--- src/hw/pho_pkg.sv ---
// Package: register map, field layout, reset values and states for holdover
package pho_pkg;

  // ----------------------------------------------------------------------
  // Bus geometry
  // ----------------------------------------------------------------------
  localparam int          ADDR_W = 12;
  localparam int          DATA_W = 32;
  localparam int          IDX_W  = 10;
  localparam logic [1:0]  RESP_OKAY   = 2'h0;
  localparam logic [1:0]  RESP_SLVERR = 2'h2;

  // ----------------------------------------------------------------------
  // Register indices (byte address is four times the index)
  // ----------------------------------------------------------------------
  localparam logic [IDX_W-1:0] IDX_LOCK_CFG = 10'h018;
  localparam logic [IDX_W-1:0] IDX_PIN_MON  = 10'h01A;
  localparam logic [IDX_W-1:0] IDX_REF_SEL  = 10'h01C;
  localparam logic [IDX_W-1:0] IDX_HOLD_CTL = 10'h01D;
  localparam logic [IDX_W-1:0] IDX_DIV0_CTL = 10'h191;
  localparam logic [IDX_W-1:0] IDX_DIV1_CTL = 10'h194;
  localparam logic [IDX_W-1:0] IDX_DIV2_CTL = 10'h197;
  localparam logic [IDX_W-1:0] IDX_DIV3_CTL = 10'h19A;
  localparam logic [IDX_W-1:0] IDX_CLK_ROLE = 10'h1F0;
  localparam logic [IDX_W-1:0] IDX_STATUS   = 10'h1F1;

  // ----------------------------------------------------------------------
  // Storage slots
  // ----------------------------------------------------------------------
  localparam int         NUM_CFG   = 9;
  localparam int         NUM_DIV   = 4;
  localparam logic [3:0] SLOT_LOCK = 4'h0;
  localparam logic [3:0] SLOT_PIN  = 4'h1;
  localparam logic [3:0] SLOT_REF  = 4'h2;
  localparam logic [3:0] SLOT_HOLD = 4'h3;
  localparam logic [3:0] SLOT_DIV0 = 4'h4;
  localparam logic [3:0] SLOT_ROLE = 4'h8;
  localparam logic [3:0] SLOT_STAT = 4'h9;
  localparam logic [3:0] SLOT_NONE = 4'hF;
  localparam logic [7:0] ROLE_MASK = 8'h03;
  localparam logic [7:0] CFG_RST [NUM_CFG] = '{
    8'h00, 8'h00, 8'h00, 8'h00, 8'h00, 8'h00, 8'h00, 8'h00, 8'h00};

  // ----------------------------------------------------------------------
  // Field positions
  // ----------------------------------------------------------------------
  localparam int LDC_CNT_LSB = 5;
  localparam int LDC_WIN_BIT = 4;
  localparam int LDC_DIS_BIT = 3;
  localparam int PIN_EXT_BIT = 6;
  localparam int PIN_MODE_MSB = 5;
  localparam int REF_AUTO_BIT = 4;
  localparam int REF_PREF_BIT = 3;
  localparam int REF_BUF_LSB = 1;
  localparam int HOC_CMP_BIT = 3;
  localparam int HOC_EXT_BIT = 1;
  localparam int HOC_EN_BIT  = 0;
  localparam int DIV_IGN_BIT = 6;
  localparam logic [5:0] PIN_MODE_CUR_SRC = 6'h04;

  // ----------------------------------------------------------------------
  // Lock detect cycle counts per counter code
  // ----------------------------------------------------------------------
  localparam logic [7:0] LOCK_CNT_00 = 8'h05;
  localparam logic [7:0] LOCK_CNT_01 = 8'h10;
  localparam logic [7:0] LOCK_CNT_10 = 8'h40;
  localparam logic [7:0] LOCK_CNT_11 = 8'hFF;

  // ----------------------------------------------------------------------
  // Types
  // ----------------------------------------------------------------------
  typedef enum logic [2:0] {
    ST_RUN  = 3'h1,
    ST_MAN  = 3'h2,
    ST_AUTO = 3'h4
  } pho_state_t;

  typedef enum logic [1:0] {
    ROLE_INT_VCO  = 2'h0,
    ROLE_DIST     = 2'h1,
    ROLE_EXT_OSC  = 2'h2,
    ROLE_ZD_FDBK  = 2'h3
  } pho_role_t;

endpackage : pho_pkg

--- src/hw/pho_lock_det.sv ---
// Digital lock detect: consecutive in-window count, single-cycle unlock
`timescale 1ns/1ps
`default_nettype none
module pho_lock_det
  import pho_pkg::*;
(
  input  wire logic       i_clk,
  input  wire logic       i_rst_n,
  input  wire logic       i_enable,
  input  wire logic [1:0] i_count_sel,
  input  wire logic       i_phase_detector_cycle,
  input  wire logic       i_in_window,
  input  wire logic       i_over_unlock,
  output logic            o_lock
);

  // ----------------------------------------------------------------------
  // Count target
  // ----------------------------------------------------------------------
  function automatic logic [7:0] cnt_target(input logic [1:0] sel);
    case (sel)
      2'h0:    cnt_target = LOCK_CNT_00;
      2'h1:    cnt_target = LOCK_CNT_01;
      2'h2:    cnt_target = LOCK_CNT_10;
      default: cnt_target = LOCK_CNT_11;
    endcase
  endfunction

  logic [7:0] cnt_r;
  logic       lock_r;
  wire  [7:0] cnt_inc = cnt_r + 8'h01;
  wire        reach   = cnt_inc >= cnt_target(i_count_sel);

  // ----------------------------------------------------------------------
  // Counter and lock flag
  // ----------------------------------------------------------------------
  always_ff @(posedge i_clk or negedge i_rst_n) begin
    if (!i_rst_n) begin
      cnt_r  <= 8'h00;
      lock_r <= 1'b0;
    end else if (!i_enable) begin
      cnt_r  <= 8'h00;
      lock_r <= 1'b0;
    end else if (i_phase_detector_cycle) begin
      if (lock_r) begin
        // One wide cycle drops lock; hysteresis avoids chatter
        if (i_over_unlock) begin
          lock_r <= 1'b0;
          cnt_r  <= 8'h00;
        end
      end else if (i_in_window) begin
        cnt_r  <= reach ? 8'h00 : cnt_inc;
        lock_r <= reach;
      end else begin
        cnt_r <= 8'h00;
      end
    end
  end

  assign o_lock = lock_r;

endmodule // pho_lock_det
`default_nettype wire

--- src/hw/pho_holdover.sv ---
// Holdover controller: charge pump holdover, lock detect, config registers
//
// Functional notes
// - Holdover enable bit gates both holdover paths
// - Alignment pin falling edge: pump high-Z immediately
// - Release only at next reference detector edge
// - Release pulses feedback B counter reset
// - Bit 6 per divider ignores alignment pin
// - Alignment pin low stops non-ignoring dividers
// - Auto holdover on lock indicator low
// - Comparator off: lock indicator seen high
// - Auto holdover holds while reference absent
// - Re-arm only after lock indicator high
// - Follows selected reference, brief switchover holdover
// - Two-bit counter field; code 00 five cycles
// - Disable bit zero enables digital lock detect
// - Pin code 000100 selects current-source mode
// - External bit selects manual or automatic mode
// - Window bit zero selects high range
// - Reference control: auto switch, preference, buffers
// - Three frequency monitors, oscillator follows clock input
// - One bit selects extended reference threshold
// - Clock input role: distribution, oscillator, zero-delay
// - Lock held until one cycle exceeds unlock
`timescale 1ns/1ps
`default_nettype none
module pho_holdover
  import pho_pkg::*;
(
  input  wire logic              i_clk,
  input  wire logic              i_rst_n,
  input  wire logic [ADDR_W-1:0] i_s_axi_awaddr,
  input  wire logic              i_s_axi_awvalid,
  output logic                   o_s_axi_awready,
  input  wire logic [DATA_W-1:0] i_s_axi_wdata,
  input  wire logic [3:0]        i_s_axi_wstrb,
  input  wire logic              i_s_axi_wvalid,
  output logic                   o_s_axi_wready,
  output logic [1:0]             o_s_axi_bresp,
  output logic                   o_s_axi_bvalid,
  input  wire logic              i_s_axi_bready,
  input  wire logic [ADDR_W-1:0] i_s_axi_araddr,
  input  wire logic              i_s_axi_arvalid,
  output logic                   o_s_axi_arready,
  output logic [DATA_W-1:0]      o_s_axi_rdata,
  output logic [1:0]             o_s_axi_rresp,
  output logic                   o_s_axi_rvalid,
  input  wire logic              i_s_axi_rready,
  input  wire logic              i_align_n,
  input  wire logic              i_lock_indicator_cmp,
  input  wire logic              i_phase_detector_ref_edge,
  input  wire logic              i_phase_detector_cycle,
  input  wire logic              i_phase_detector_in_window,
  input  wire logic              i_phase_detector_over_unlock,
  input  wire logic              i_first_ref_low,
  input  wire logic              i_second_ref_low,
  input  wire logic              i_vco_low,
  input  wire logic              i_clk_in_low,
  output logic                   o_charge_pump_hiz,
  output logic                   o_bcnt_reset,
  output logic [NUM_DIV-1:0]     o_div_stop,
  output logic                   o_digital_lock_detect,
  output logic                   o_digital_lock_detect_en,
  output logic                   o_lock_window_high,
  output logic [1:0]             o_lock_count_sel,
  output logic [5:0]             o_lock_pin_ctrl,
  output logic                   o_current_source_lock_detect,
  output logic                   o_mon_ext_thresh,
  output logic                   o_ref_auto_switch,
  output logic                   o_ref_prefer_second,
  output logic [1:0]             o_ref_buf_en,
  output logic [1:0]             o_clk_in_role,
  output logic                   o_pll_on
);

  // ----------------------------------------------------------------------
  // Address decode
  // ----------------------------------------------------------------------
  function automatic logic [3:0] slot_of(input logic [ADDR_W-1:0] a);
    logic [IDX_W-1:0] idx;
    idx = a[ADDR_W-1:2];
    case (idx)
      IDX_LOCK_CFG: slot_of = SLOT_LOCK;
      IDX_PIN_MON:  slot_of = SLOT_PIN;
      IDX_REF_SEL:  slot_of = SLOT_REF;
      IDX_HOLD_CTL: slot_of = SLOT_HOLD;
      IDX_DIV0_CTL: slot_of = 4'h4;
      IDX_DIV1_CTL: slot_of = 4'h5;
      IDX_DIV2_CTL: slot_of = 4'h6;
      IDX_DIV3_CTL: slot_of = 4'h7;
      IDX_CLK_ROLE: slot_of = SLOT_ROLE;
      IDX_STATUS:   slot_of = SLOT_STAT;
      default:      slot_of = SLOT_NONE;
    endcase
  endfunction

  // ----------------------------------------------------------------------
  // Bus slave state
  // ----------------------------------------------------------------------
  logic              aw_hold_r;
  logic [ADDR_W-1:0] awaddr_r;
  logic              w_hold_r;
  logic [7:0]        wdata_r;
  logic              wstrb0_r;
  logic              bvalid_r;
  logic [1:0]        bresp_r;
  logic              rvalid_r;
  logic [1:0]        rresp_r;
  logic [DATA_W-1:0] rdata_r;
  logic [7:0]        cfg_r [NUM_CFG];

  wire       aw_take  = i_s_axi_awvalid & o_s_axi_awready;
  wire       w_take   = i_s_axi_wvalid & o_s_axi_wready;
  wire       ar_take  = i_s_axi_arvalid & o_s_axi_arready;
  wire       do_write = aw_hold_r & w_hold_r & ~bvalid_r;
  wire [3:0] wr_slot  = slot_of(awaddr_r);
  wire [3:0] rd_slot  = slot_of(i_s_axi_araddr);
  wire       wr_ok    = wr_slot < SLOT_STAT;
  wire       rd_ok    = wr_slot != SLOT_NONE;
  wire       rd_map   = rd_slot != SLOT_NONE;
  wire [7:0] status;
  wire [7:0] rd_byte  = (rd_slot == SLOT_STAT) ? status :
                        (rd_slot < SLOT_STAT) ? cfg_r[rd_slot] : 8'h00;

  assign o_s_axi_awready = ~aw_hold_r & ~bvalid_r;
  assign o_s_axi_wready  = ~w_hold_r & ~bvalid_r;
  assign o_s_axi_arready = ~rvalid_r;
  assign o_s_axi_bvalid  = bvalid_r;
  assign o_s_axi_bresp   = bresp_r;
  assign o_s_axi_rvalid  = rvalid_r;
  assign o_s_axi_rresp   = rresp_r;
  assign o_s_axi_rdata   = rdata_r;

  // ----------------------------------------------------------------------
  // Write channel: address and data in either order
  // ----------------------------------------------------------------------
  always_ff @(posedge i_clk or negedge i_rst_n) begin
    if (!i_rst_n) begin
      aw_hold_r <= 1'b0;
      awaddr_r  <= '0;
      w_hold_r  <= 1'b0;
      wdata_r   <= 8'h00;
      wstrb0_r  <= 1'b0;
      bvalid_r  <= 1'b0;
      bresp_r   <= RESP_OKAY;
    end else begin
      if (aw_take) begin
        aw_hold_r <= 1'b1;
        awaddr_r  <= i_s_axi_awaddr;
      end
      if (w_take) begin
        w_hold_r <= 1'b1;
        wdata_r  <= i_s_axi_wdata[7:0];
        wstrb0_r <= i_s_axi_wstrb[0];
      end
      if (do_write) begin
        aw_hold_r <= 1'b0;
        w_hold_r  <= 1'b0;
        bvalid_r  <= 1'b1;
        // Status and unmapped words refuse writes
        bresp_r   <= (wr_ok && rd_ok) ? RESP_OKAY : RESP_SLVERR;
      end else if (bvalid_r && i_s_axi_bready) begin
        bvalid_r <= 1'b0;
      end
    end
  end

  // ----------------------------------------------------------------------
  // Configuration storage
  // ----------------------------------------------------------------------
  genvar g;
  generate
    for (g = 0; g < NUM_CFG; g++) begin : g_cfg
      localparam logic [3:0] SLOT = 4'(g);
      localparam logic [7:0] MASK = (SLOT == SLOT_ROLE) ? ROLE_MASK : 8'hFF;
      always_ff @(posedge i_clk or negedge i_rst_n) begin
        if (!i_rst_n) begin
          cfg_r[g] <= CFG_RST[g];
        end else if (do_write && wstrb0_r && wr_slot == SLOT) begin
          cfg_r[g] <= wdata_r & MASK;
        end
      end
    end
  endgenerate

  // ----------------------------------------------------------------------
  // Read channel: one cycle to answer
  // ----------------------------------------------------------------------
  always_ff @(posedge i_clk or negedge i_rst_n) begin
    if (!i_rst_n) begin
      rvalid_r <= 1'b0;
      rresp_r  <= RESP_OKAY;
      rdata_r  <= '0;
    end else if (ar_take) begin
      rvalid_r <= 1'b1;
      rresp_r  <= rd_map ? RESP_OKAY : RESP_SLVERR;
      rdata_r  <= {24'h000000, rd_byte};
    end else if (rvalid_r && i_s_axi_rready) begin
      rvalid_r <= 1'b0;
    end
  end

  // ----------------------------------------------------------------------
  // Field decode
  // ----------------------------------------------------------------------
  wire hold_en = cfg_r[SLOT_HOLD][HOC_EN_BIT];
  wire ext_sel = cfg_r[SLOT_HOLD][HOC_EXT_BIT];
  wire cmp_en  = cfg_r[SLOT_HOLD][HOC_CMP_BIT];
  wire man_en  = hold_en & ext_sel;
  wire auto_en = hold_en & ~ext_sel;

  assign o_digital_lock_detect_en = ~cfg_r[SLOT_LOCK][LDC_DIS_BIT];
  assign o_lock_window_high = ~cfg_r[SLOT_LOCK][LDC_WIN_BIT];
  assign o_lock_count_sel   = cfg_r[SLOT_LOCK][LDC_CNT_LSB+1:LDC_CNT_LSB];
  assign o_lock_pin_ctrl    = cfg_r[SLOT_PIN][PIN_MODE_MSB:0];
  assign o_current_source_lock_detect =
    o_lock_pin_ctrl == PIN_MODE_CUR_SRC;
  assign o_mon_ext_thresh  = cfg_r[SLOT_PIN][PIN_EXT_BIT];
  assign o_ref_auto_switch = cfg_r[SLOT_REF][REF_AUTO_BIT];
  assign o_ref_prefer_second = cfg_r[SLOT_REF][REF_PREF_BIT];
  assign o_ref_buf_en      = cfg_r[SLOT_REF][REF_BUF_LSB+1:REF_BUF_LSB];
  assign o_clk_in_role     = cfg_r[SLOT_ROLE][1:0];
  assign o_pll_on          = o_clk_in_role != ROLE_DIST;

  // ----------------------------------------------------------------------
  // Digital lock detect
  // ----------------------------------------------------------------------
  pho_lock_det u_lock_det (
    .i_clk         (i_clk),
    .i_rst_n       (i_rst_n),
    .i_enable               (o_digital_lock_detect_en),
    .i_count_sel            (o_lock_count_sel),
    .i_phase_detector_cycle (i_phase_detector_cycle),
    .i_in_window            (i_phase_detector_in_window),
    .i_over_unlock          (i_phase_detector_over_unlock),
    .o_lock        (o_digital_lock_detect)
  );

  // ----------------------------------------------------------------------
  // Pin synchronizers
  // ----------------------------------------------------------------------
  logic align_s1;
  logic align_s2;
  logic align_q;
  logic lock_s1;
  logic lock_s2;

  always_ff @(posedge i_clk or negedge i_rst_n) begin
    if (!i_rst_n) begin
      // Idle high so reset leaves no pending edge
      align_s1 <= 1'b1;
      align_s2 <= 1'b1;
      align_q  <= 1'b1;
      lock_s1  <= 1'b0;
      lock_s2  <= 1'b0;
    end else begin
      align_s1 <= i_align_n;
      align_s2 <= align_s1;
      align_q  <= align_s2;
      lock_s1  <= i_lock_indicator_cmp;
      lock_s2  <= lock_s1;
    end
  end

  wire lock_eff  = cmp_en ? lock_s2 : 1'b1;
  wire fall_sync = man_en & align_q & ~align_s2;
  // Raw pin lets the pump float before the synchronizer catches up
  wire fall_now  = man_en & align_s2 & ~i_align_n;

  // ----------------------------------------------------------------------
  // Holdover state machine
  // ----------------------------------------------------------------------
  pho_state_t state_r;
  pho_state_t state_nxt;
  logic       armed_r;
  logic       armed_nxt;
  logic       bcnt_nxt;
  logic       bcnt_r;

  wire run       = state_r == ST_RUN;
  wire auto_trig = auto_en & armed_r & ~lock_eff;

  // Reference edges arrive from the selected reference only, so a
  // switchover glitch ends at the new reference's first edge
  always_comb begin
    state_nxt = state_r;
    armed_nxt = armed_r | lock_eff;
    bcnt_nxt  = 1'b0;
    case (state_r)
      ST_RUN: begin
        if (fall_sync) begin
          state_nxt = ST_MAN;
        end else if (auto_trig) begin
          state_nxt = ST_AUTO;
        end
      end
      ST_MAN: begin
        if (!man_en) begin
          state_nxt = ST_RUN;
          armed_nxt = 1'b0;
        end else if (align_s2 && i_phase_detector_ref_edge) begin
          state_nxt = ST_RUN;
          bcnt_nxt  = 1'b1;
          armed_nxt = 1'b0;
        end
      end
      ST_AUTO: begin
        if (!auto_en) begin
          state_nxt = ST_RUN;
          armed_nxt = 1'b0;
        end else if (i_phase_detector_ref_edge) begin
          // No edge, no release: holds while reference is gone
          state_nxt = ST_RUN;
          bcnt_nxt  = 1'b1;
          armed_nxt = 1'b0;
        end
      end
      default: begin
        state_nxt = ST_RUN;
      end
    endcase
  end

  always_ff @(posedge i_clk or negedge i_rst_n) begin
    if (!i_rst_n) begin
      state_r <= ST_RUN;
      armed_r <= 1'b0;
      bcnt_r  <= 1'b0;
    end else begin
      state_r <= state_nxt;
      armed_r <= armed_nxt;
      bcnt_r  <= bcnt_nxt;
    end
  end

  assign o_charge_pump_hiz = ~run | fall_now | fall_sync;
  assign o_bcnt_reset      = bcnt_r;

  // ----------------------------------------------------------------------
  // Divider stop and status
  // ----------------------------------------------------------------------
  logic [NUM_DIV-1:0] div_stop_r;
  generate
    for (g = 0; g < NUM_DIV; g++) begin : g_div
      wire ign = cfg_r[SLOT_DIV0 + 4'(g)][DIV_IGN_BIT];
      always_ff @(posedge i_clk or negedge i_rst_n) begin
        if (!i_rst_n) begin
          div_stop_r[g] <= 1'b0;
        end else begin
          div_stop_r[g] <= ~ign & ~align_s2;
        end
      end
    end
  endgenerate
  assign o_div_stop = div_stop_r;

  // Oscillator monitor watches the clock input once it is selected
  wire osc_low = (o_clk_in_role == ROLE_INT_VCO) ? i_vco_low
                                                 : i_clk_in_low;
  assign status = {i_first_ref_low, i_second_ref_low, osc_low,
                   ~o_digital_lock_detect_en & auto_en, lock_eff,
                   o_digital_lock_detect, armed_r, ~run};
endmodule // pho_holdover
`default_nettype wire

--- config.mk ---
export PLATFORM = sky130hd
export DESIGN_NAME = pho_holdover
export DESIGN_NICKNAME = d
export VERILOG_FILES = /design/src/hw/pho_pkg.sv /design/src/hw/pho_lock_det.sv /design/src/hw/pho_holdover.sv
export SDC_FILE = /design/constraint.sdc
export NUM_CORES = 1
export LEC_CHECK = 0
export ABC_CLOCK_PERIOD_IN_PS = 3600
export BUFFER_PORTS_ARGS = -buffer_cell sky130_fd_sc_hd__buf_2
export CORE_ASPECT_RATIO = 1.1
export CORE_MARGIN = 1.5
export CORE_UTILIZATION = 45
export CTS_CLUSTER_SIZE = 30
export DETAILED_ROUTE_END_ITERATION = 10
export HOLD_SLACK_MARGIN = 0.08
export PLACE_DENSITY = 0.74
export RECOVER_POWER = 100
export REMOVE_ABC_BUFFERS = 1
export SYNTH_ARGS = -nofsm -noshare
export SYNTH_HDL_FRONTEND = slang
export SYNTH_SLANG_ARGS = --single-unit
--- constraint.sdc ---
create_clock -name i_clk -period 3.6 [get_ports i_clk]
set_clock_uncertainty 0.1 [all_clocks]
set_input_delay 0.54 -clock i_clk [delete_from_list [all_inputs] [get_ports i_clk]]
set_output_delay 0.54 -clock i_clk [all_outputs]
set_load 0.03 [all_outputs]
# [Yosys cells after proc, flatten, opt, wreduce, memory -nomap -nowiden]
# Cells that the tools add are included.
[word_totals] out_inout_bits=67 ff_bits=126
[classes] n_addsub=1 n_eq_ne=42 order_cmp=4 reduce_logical=24 mux=48 n_bitwise=39
[ops] cell="$eq 10x9->1 const B" n=12
[ops] cell="$eq 10x5->1 const B" n=8
[ops] cell="$mux 8" n=10
[ops] cell="$pmux 4 s10" n=2
[ops] cell="$bmux 8 s4" n=1
[ops] cell="$pmux 8 s3" n=1
[ops] cell="$mux 1" n=23
[ops] cell="$and 1x1->1" n=20
[ops] cell="$mux 3" n=6
[ops] cell="$eq 4x3->1 const B" n=4
[ops] cell="$not 1->1" n=15
[ops] cell="$logic_and 1x1->1" n=14
[ops] cell="$reduce_bool 2->1" n=5
[ops] cell="$ne 3x3->1 const B" n=3
[ops] cell="$pmux 3 s3" n=1
[ops] cell="$add 8x1->8 const B" n=1
[ops] cell="$eq 4x2->1 const B" n=2
[ops] cell="$eq 4x4->1 const B" n=2
[ops] cell="$ge 8x8->1" n=1
[ops] cell="$lt 4x4->1 const B" n=2
[ops] cell="$ne 4x4->1 const B" n=2
[ops] cell="$eq 6x3->1 const B" n=1
[ops] cell="$ge 5x5->1 const B" n=1
[ops] cell="$not 4->5" n=1
[ops] cell="15 further kinds" n=20

# [Depth between registers and ports, before layout]
[logic_depth] depth_word=8 depth_mapped=12 mapped_depth_nobuf=11

# [Hierarchy]
# From an unflattened synthesis, not the netlist that was laid out.
[unflattened] hier_cells=604 hier_area_um2=6612.6
[by_module_without_submodules] module="pho_holdover" instances=1 seq_area_each_um2=2832.7 cells_each=519 area_per_inst_um2=5849.4
[by_module_without_submodules] module="pho_lock_det" instances=1 seq_area_each_um2=225.2 cells_each=85 area_per_inst_um2=763.2

# [Least setup slack after synthesis]
# No wires, ideal clock.
[synth_path] kind="reg-to-reg" start="register cfg_r (netlist bit o_lock_count_sel[0])" end="register u_lock_det.cnt_r[1]" n_path_buf=1 path_stages_with_launch=13 setup_time_ps=69 path_slack_ps=747 arrival_time_ps=2684 t_required_ps=3431 cell_sequence="dfrtp_1 -> inv_1 -> ha_1 -> ha_1 -> nand2b_1 -> a21o_1 -> a21o_1 -> a21o_1 -> a21o_1 -> a2111oi_0 -> or3_1 -> clkbuf_1 -> a32o_1"
[synth_between] elab_chain_cells=8 elab_cells_between_ends=10 classes_between="order compare: 1; eq/ne: 2; mux: 6; reduce/logical: 1"
[synth_lines] element="start, declared" line="pho_holdover.sv:110" rtl="logic [7:0] cfg_r [NUM_CFG];"
[synth_lines] element="start signal, assigned by index" line="pho_holdover.sv:178" rtl="cfg_r[g] <= CFG_RST[g];"
[synth_lines] element="start signal, assigned by index" line="pho_holdover.sv:180" rtl="cfg_r[g] <= wdata_r & MASK;"
[synth_lines] element="$eq 2x2->1, or another cell as far along" line="pho_lock_det.sv:21" rtl="case (sel)"
[synth_lines] element="$pmux 8 s3 *" line="pho_lock_det.sv:21"
[synth_lines] element="$ge 8x8->1 *" line="pho_lock_det.sv:32" rtl="wire reach = cnt_inc >= cnt_target(i_count_sel);"
[synth_lines] element="$mux 8 *" line="pho_lock_det.sv:52" rtl="cnt_r <= reach ? 8'h00 : cnt_inc;"
[synth_lines] element="$mux 8 *" line="pho_lock_det.sv:51" rtl="end else if (i_in_window) begin"
[synth_lines] element="$mux 8 *" line="pho_lock_det.sv:45" rtl="if (lock_r) begin"
[synth_lines] element="$mux 8 *" line="pho_lock_det.sv:44" rtl="end else if (i_phase_detector_cycle) begin"
[synth_lines] element="$mux 8 *" line="pho_lock_det.sv:41" rtl="end else if (!i_enable) begin"
[synth_lines] element="end signal, assigned" line="pho_lock_det.sv:52"
[synth_lines] element="end, declared" line="pho_lock_det.sv:29" rtl="logic [7:0] cnt_r;"
# Mark *: on every way between the ends. The rest lies on a longest branch, timed or not. The select of a mux whose other input is x is not followed.
# A chain may end at the register's enable or synchronous reset.

# [Worst setup path in the final report]
[layout_path] start="input port i_s_axi_araddr[11]" end="register rdata_r[4] (netlist: o_s_axi_rdata[4])"
[layout_between] elab_chain_cells=8 elab_cells_between_ends=19 classes_between="order compare: 1; eq/ne: 11; mux: 6; bitwise: 1"
[layout_lines] element="start, declared" line="pho_holdover.sv:42" rtl="input wire logic [ADDR_W-1:0] i_s_axi_araddr,"
[layout_lines] element="$eq 10x9->1 / $eq 10x5->1 (equally long branches)" line="pho_holdover.sv:82" rtl="case (idx)"
[layout_lines] element="$pmux 4 s10 *" line="pho_holdover.sv:82"
[layout_lines] element="$not 4->5 (not written as such)" line="pho_holdover.sv:123" rtl="(rd_slot < SLOT_STAT) ? cfg_r[rd_slot] : 8'h00;"
[layout_lines] element="$bmux 8 s4" line="pho_holdover.sv:123"
[layout_lines] element="$mux 8 (not written as such) (2 in a row)" line="pho_holdover.sv:123"
[layout_lines] element="$mux 8" line="pho_holdover.sv:123"
[layout_lines] element="$mux 8 *" line="pho_holdover.sv:122" rtl="wire [7:0] rd_byte = (rd_slot == SLOT_STAT) ? status :"
[layout_lines] element="end signal, assigned" line="pho_holdover.sv:197" rtl="rdata_r <= {24'h000000, rd_byte};"
[layout_lines] element="end, declared" line="pho_holdover.sv:109" rtl="logic [DATA_W-1:0] rdata_r;"
# Marks and branches as above.

==> results.ini <==
[worst_hold_path]
min_path_type=input pin to register

[global_routing]
initial_antenna_violation_count=0
via_count_of_the_first_global_routing_pass=4758
gr-usage-all-layers_pct=20.6
pin_count_of_the_biggest_net_entering_global_routing=123
grt_remaining_overflow=0
grt_pass1_wl_mm=24.4

[sta]
post-route-min-period_ns=3.29
finalHoldViolations=0
report.final.slew_viol_count=123
fmaxAchievable_mhz=304
rsz_0062_raised_after_global_routing=no
fin_crit_sh_pct=91.4
setup-violations-final=0
timing_worst_slew_pin_value_ns=2.66
final_setup_margin_ns=0.310
worst_slew_margin_rel_pct=-77.4
fin_setup_tns_ns=0

[floorplan]
initial_core_util_pct=46.6
rows=45
fp.dieArea_um2=15200
fp.coreArea_um2=14000
fp.dieW_um=118
pin_count=144
die_h_um=129

[layout]
utilization_pct=53.4
instances_no_fill=856
final_layout_size_suffix_gt1_share_pct=27.7
filler_cell_count=1266
diodes=0
layout-area-overhead-vs-synth_pct=14.6
layout_nets=745

[clocking]
cts.hold.buffers_added=0
post_cts_buffers=0
cts-root-buf=sky130_fd_sc_hd__clkbuf_16
tritoncts_num_sinks=122
cts-resized-gates=0
clk_pin_slew_ns=0.06
clock_tree_from_tritoncts=done
cts_htree_levels=4
numCtsBuffers=17
clk_latency_ns=0.42
clk_path_buf_depth=2

[power]
power.density_nw_per_um2=588
leakagePower_nw=3.42
fin_total_pwr_mw=4.38
vdd.ir_drop.worst_uv=430

[worst_setup_path]
regToRegSetupSlack_ns=0.54
critical_path.max_fanout=6
critPathLaunchType=input pin
setup.worst_path.start=i_s_axi_araddr[11]
timing_worst_setup_path_type=input pin to register
required_ns=3.79
timing.critical_path.to_type=register
cp-endpoint=o_s_axi_rdata[4]$_DFFE_PN0P_
worstReg2RegStart=awaddr_r[7]$_DFFE_PN0P_
rr_endpoint=cfg_r[10]$_DFFE_PN0P_
timing.reg2reg.worst_path_depth=8
arrival_ns=3.48

[synth]
yosys_register_bits=122
post_synth.cell_area_avg_um2=11.3
synth_top_area_share_pct=45.4
yosysUniqueCellTypes=68
synth_top_cells_by_area=sky130_fd_sc_hd__dfrtp_1 (45%), sky130_fd_sc_hd__mux2_2 (15%), sky130_fd_sc_hd__buf_4 (4.5%), sky130_fd_sc_hd__mux2i_1 (2.6%), sky130_fd_sc_hd__nor2_1 (2.5%)
synth-warning-count=0
asyncSetResetFlopFracSynth_pct=100
synth_commonest_cells=sky130_fd_sc_hd__dfrtp_1 (118), sky130_fd_sc_hd__mux2_2 (87), sky130_fd_sc_hd__nor2_1 (44)
count_of_flip_flops_with_a_built_in_enable_after_synthesis=0
ys.flop_type=sky130_fd_sc_hd__dfrtp_1
seq_total_area_yosys_pct=47.0
post-synth-top-count-cell=sky130_fd_sc_hd__dfrtp_1
synthesis.area_um2=6500
postSynthCellCount=577
synth.largest_area_cell=sky130_fd_sc_hd__dfrtp_1

[placement]
gp_congestion=0.812
post_place_setup_slack_ns=0.527
numPortBuffers=86
dp.cells=825
dp_hpwl_mm=10.8

[route]
drt-initial-drc-count=362
drt_pre_antenna_iters=5
wl_per_cell_um=17.6
vias_per_cell=5.57
ant_nets=0
dr_total_vias=4766
drc=0
routed_wirelength_mm=15.0

[status]
failed_checks=max-capacitance violations, max-slew violations
outcome=finished, violations left

[job]
maxCapViolations=1

## how the worst min path moves through the flow
| stage | from | end | slack [ns] | depth (start not counted) |
|---|---|---|---|---|
| 3_5_place_dp | align_s1$_DFF_PN1_ | align_s2$_DFF_PN1_ | 0.25 | 0 |
| 3_3_place_gp | lock_s1$_DFF_PN0_ | lock_s2$_DFF_PN0_ | 0.24 | 0 |
| 4_1_cts | i_lock_indicator_cmp | lock_s1$_DFF_PN0_ | 0.11 | 1 |
| 5_1_grt | i_lock_indicator_cmp | lock_s1$_DFF_PN0_ | 0.10 | 1 |
| 2_1_floorplan | i_rst_n | armed_r$_DFF_PN0_ | 0.14 | 0 |
| 6_report | i_lock_indicator_cmp | lock_s1$_DFF_PN0_ | 0.12 | 1 |
## kinds of logic after synthesis
kind of cell / count (synthesis) / synth area share (%)
AOI/OAI and AO/OA: 93 / 10.9
xor gates and xnor gates: 10 / 1.35
adders and majority gates: 12 / 2.31
buffers and inverters: 74 / 6.93
DFF: 122 / 47.0
muxes: 104 / 17.7
other: 1 / 0.0577
and+or+nand+nor: 161 / 13.8
## critical path, stage by stage
cell	delay, ns
sky130_fd_sc_hd__clkbuf_1	0.11
sky130_fd_sc_hd__nand4b_4	0.22
sky130_fd_sc_hd__or4_1	0.59
sky130_fd_sc_hd__and2_0	0.32
sky130_fd_sc_hd__a21oi_1	0.45
sky130_fd_sc_hd__clkbuf_1	0.50
sky130_fd_sc_hd__mux2i_1	0.27
sky130_fd_sc_hd__o22ai_1	0.11
sky130_fd_sc_hd__or3_1	0.38
## placed cells by master, fill, tap and decap left out, types with 3 or more instances in the layout
| cell type | count |
|---|---|
| sky130_fd_sc_hd__nor2_1 | 44 |
| sky130_fd_sc_hd__a32o_1 | 8 |
| sky130_fd_sc_hd__o21ai_0 | 12 |
| sky130_fd_sc_hd__clkbuf_16 | 17 |
| sky130_fd_sc_hd__nor3b_1 | 4 |
| sky130_fd_sc_hd__ha_1 | 12 |
| sky130_fd_sc_hd__nand2b_1 | 5 |
| sky130_fd_sc_hd__nand4b_1 | 5 |
| sky130_fd_sc_hd__nor3_1 | 9 |
| sky130_fd_sc_hd__xor2_1 | 4 |
| sky130_fd_sc_hd__nand3_1 | 9 |
| sky130_fd_sc_hd__nand2_1 | 39 |
| sky130_fd_sc_hd__a31oi_1 | 4 |
| sky130_fd_sc_hd__nor2b_1 | 5 |
| sky130_fd_sc_hd__o22ai_1 | 6 |
| sky130_fd_sc_hd__clkinvlp_4 | 5 |
| sky130_fd_sc_hd__a21o_1 | 5 |
| sky130_fd_sc_hd__xnor2_1 | 6 |
| sky130_fd_sc_hd__mux2i_1 | 17 |
| sky130_fd_sc_hd__inv_1 | 14 |
| sky130_fd_sc_hd__buf_2 | 44 |
| sky130_fd_sc_hd__conb_1 | 26 |
| sky130_fd_sc_hd__o221ai_1 | 11 |
| sky130_fd_sc_hd__nand3b_1 | 4 |
| sky130_fd_sc_hd__clkbuf_1 | 45 |
| sky130_fd_sc_hd__buf_4 | 5 |
| sky130_fd_sc_hd__and2_0 | 5 |
| sky130_fd_sc_hd__and2_1 | 4 |
| sky130_fd_sc_hd__or3_1 | 7 |
| sky130_fd_sc_hd__dfrtp_1 | 118 |
| sky130_fd_sc_hd__and3_1 | 6 |
| sky130_fd_sc_hd__bufinv_16 | 3 |
| sky130_fd_sc_hd__mux2_2 | 87 |
| sky130_fd_sc_hd__a21oi_1 | 24 |
## power by group
group	leakage, nW	total [mW]	internal [mW]	switching, mW
Clock	0.278	1.71	1.08	0.628
Combinational	1.55	0.812	0.353	0.459
Sequential	1.60	1.86	1.57	0.282
Total	3.42	4.38	3.01	1.37
## flip-flops by register name, summed over array words and instances, names as in the netlist, 2 cells and up
name              count
cfg_r                51
awaddr_r             10
o_s_axi_rdata         8
u_lock_det.cnt_r      8
wdata_r               8
o_lock_pin_ctrl       6
o_div_stop            4
state_r               3
o_clk_in_role         2
o_lock_count_sel      2
o_ref_buf_en          2
## stage by stage
step / hold slack (ns) / instance area [um^2]
finish: 0.125 / 7450
global route: 0.100 / 7450
CTS: 0.107 / 7540
detailed placement: 0.248 / 6950
global placement: 0.239 / 6950
floorplan: 0.144 / 6200
## layout make-up
class                   count  area, um^2  share of cell area [%]
clock inverters            14         173                    2.32
multi-input cells         406        3070                    41.2
flip-flops and latches    122        3060                    41.0
well taps                 188         235                    3.16
repair buffers             95         434                    5.83
clock buffers              17         425                    5.71
inverters                  14        52.6                   0.705
## routing by layer
layer | track usage, % | vias up | routed length (um)
met1 | 26.4 | 2402 | 6620
met2 | 34.6 | 152 | 7360
met3 | 5.11 | 23 | 785
met5 | 0 | - | 0
met4 | 7.10 | 0 | 268
li1 | - | 2189 | -
Note: power is estimated with default switching activity, not from simulation.
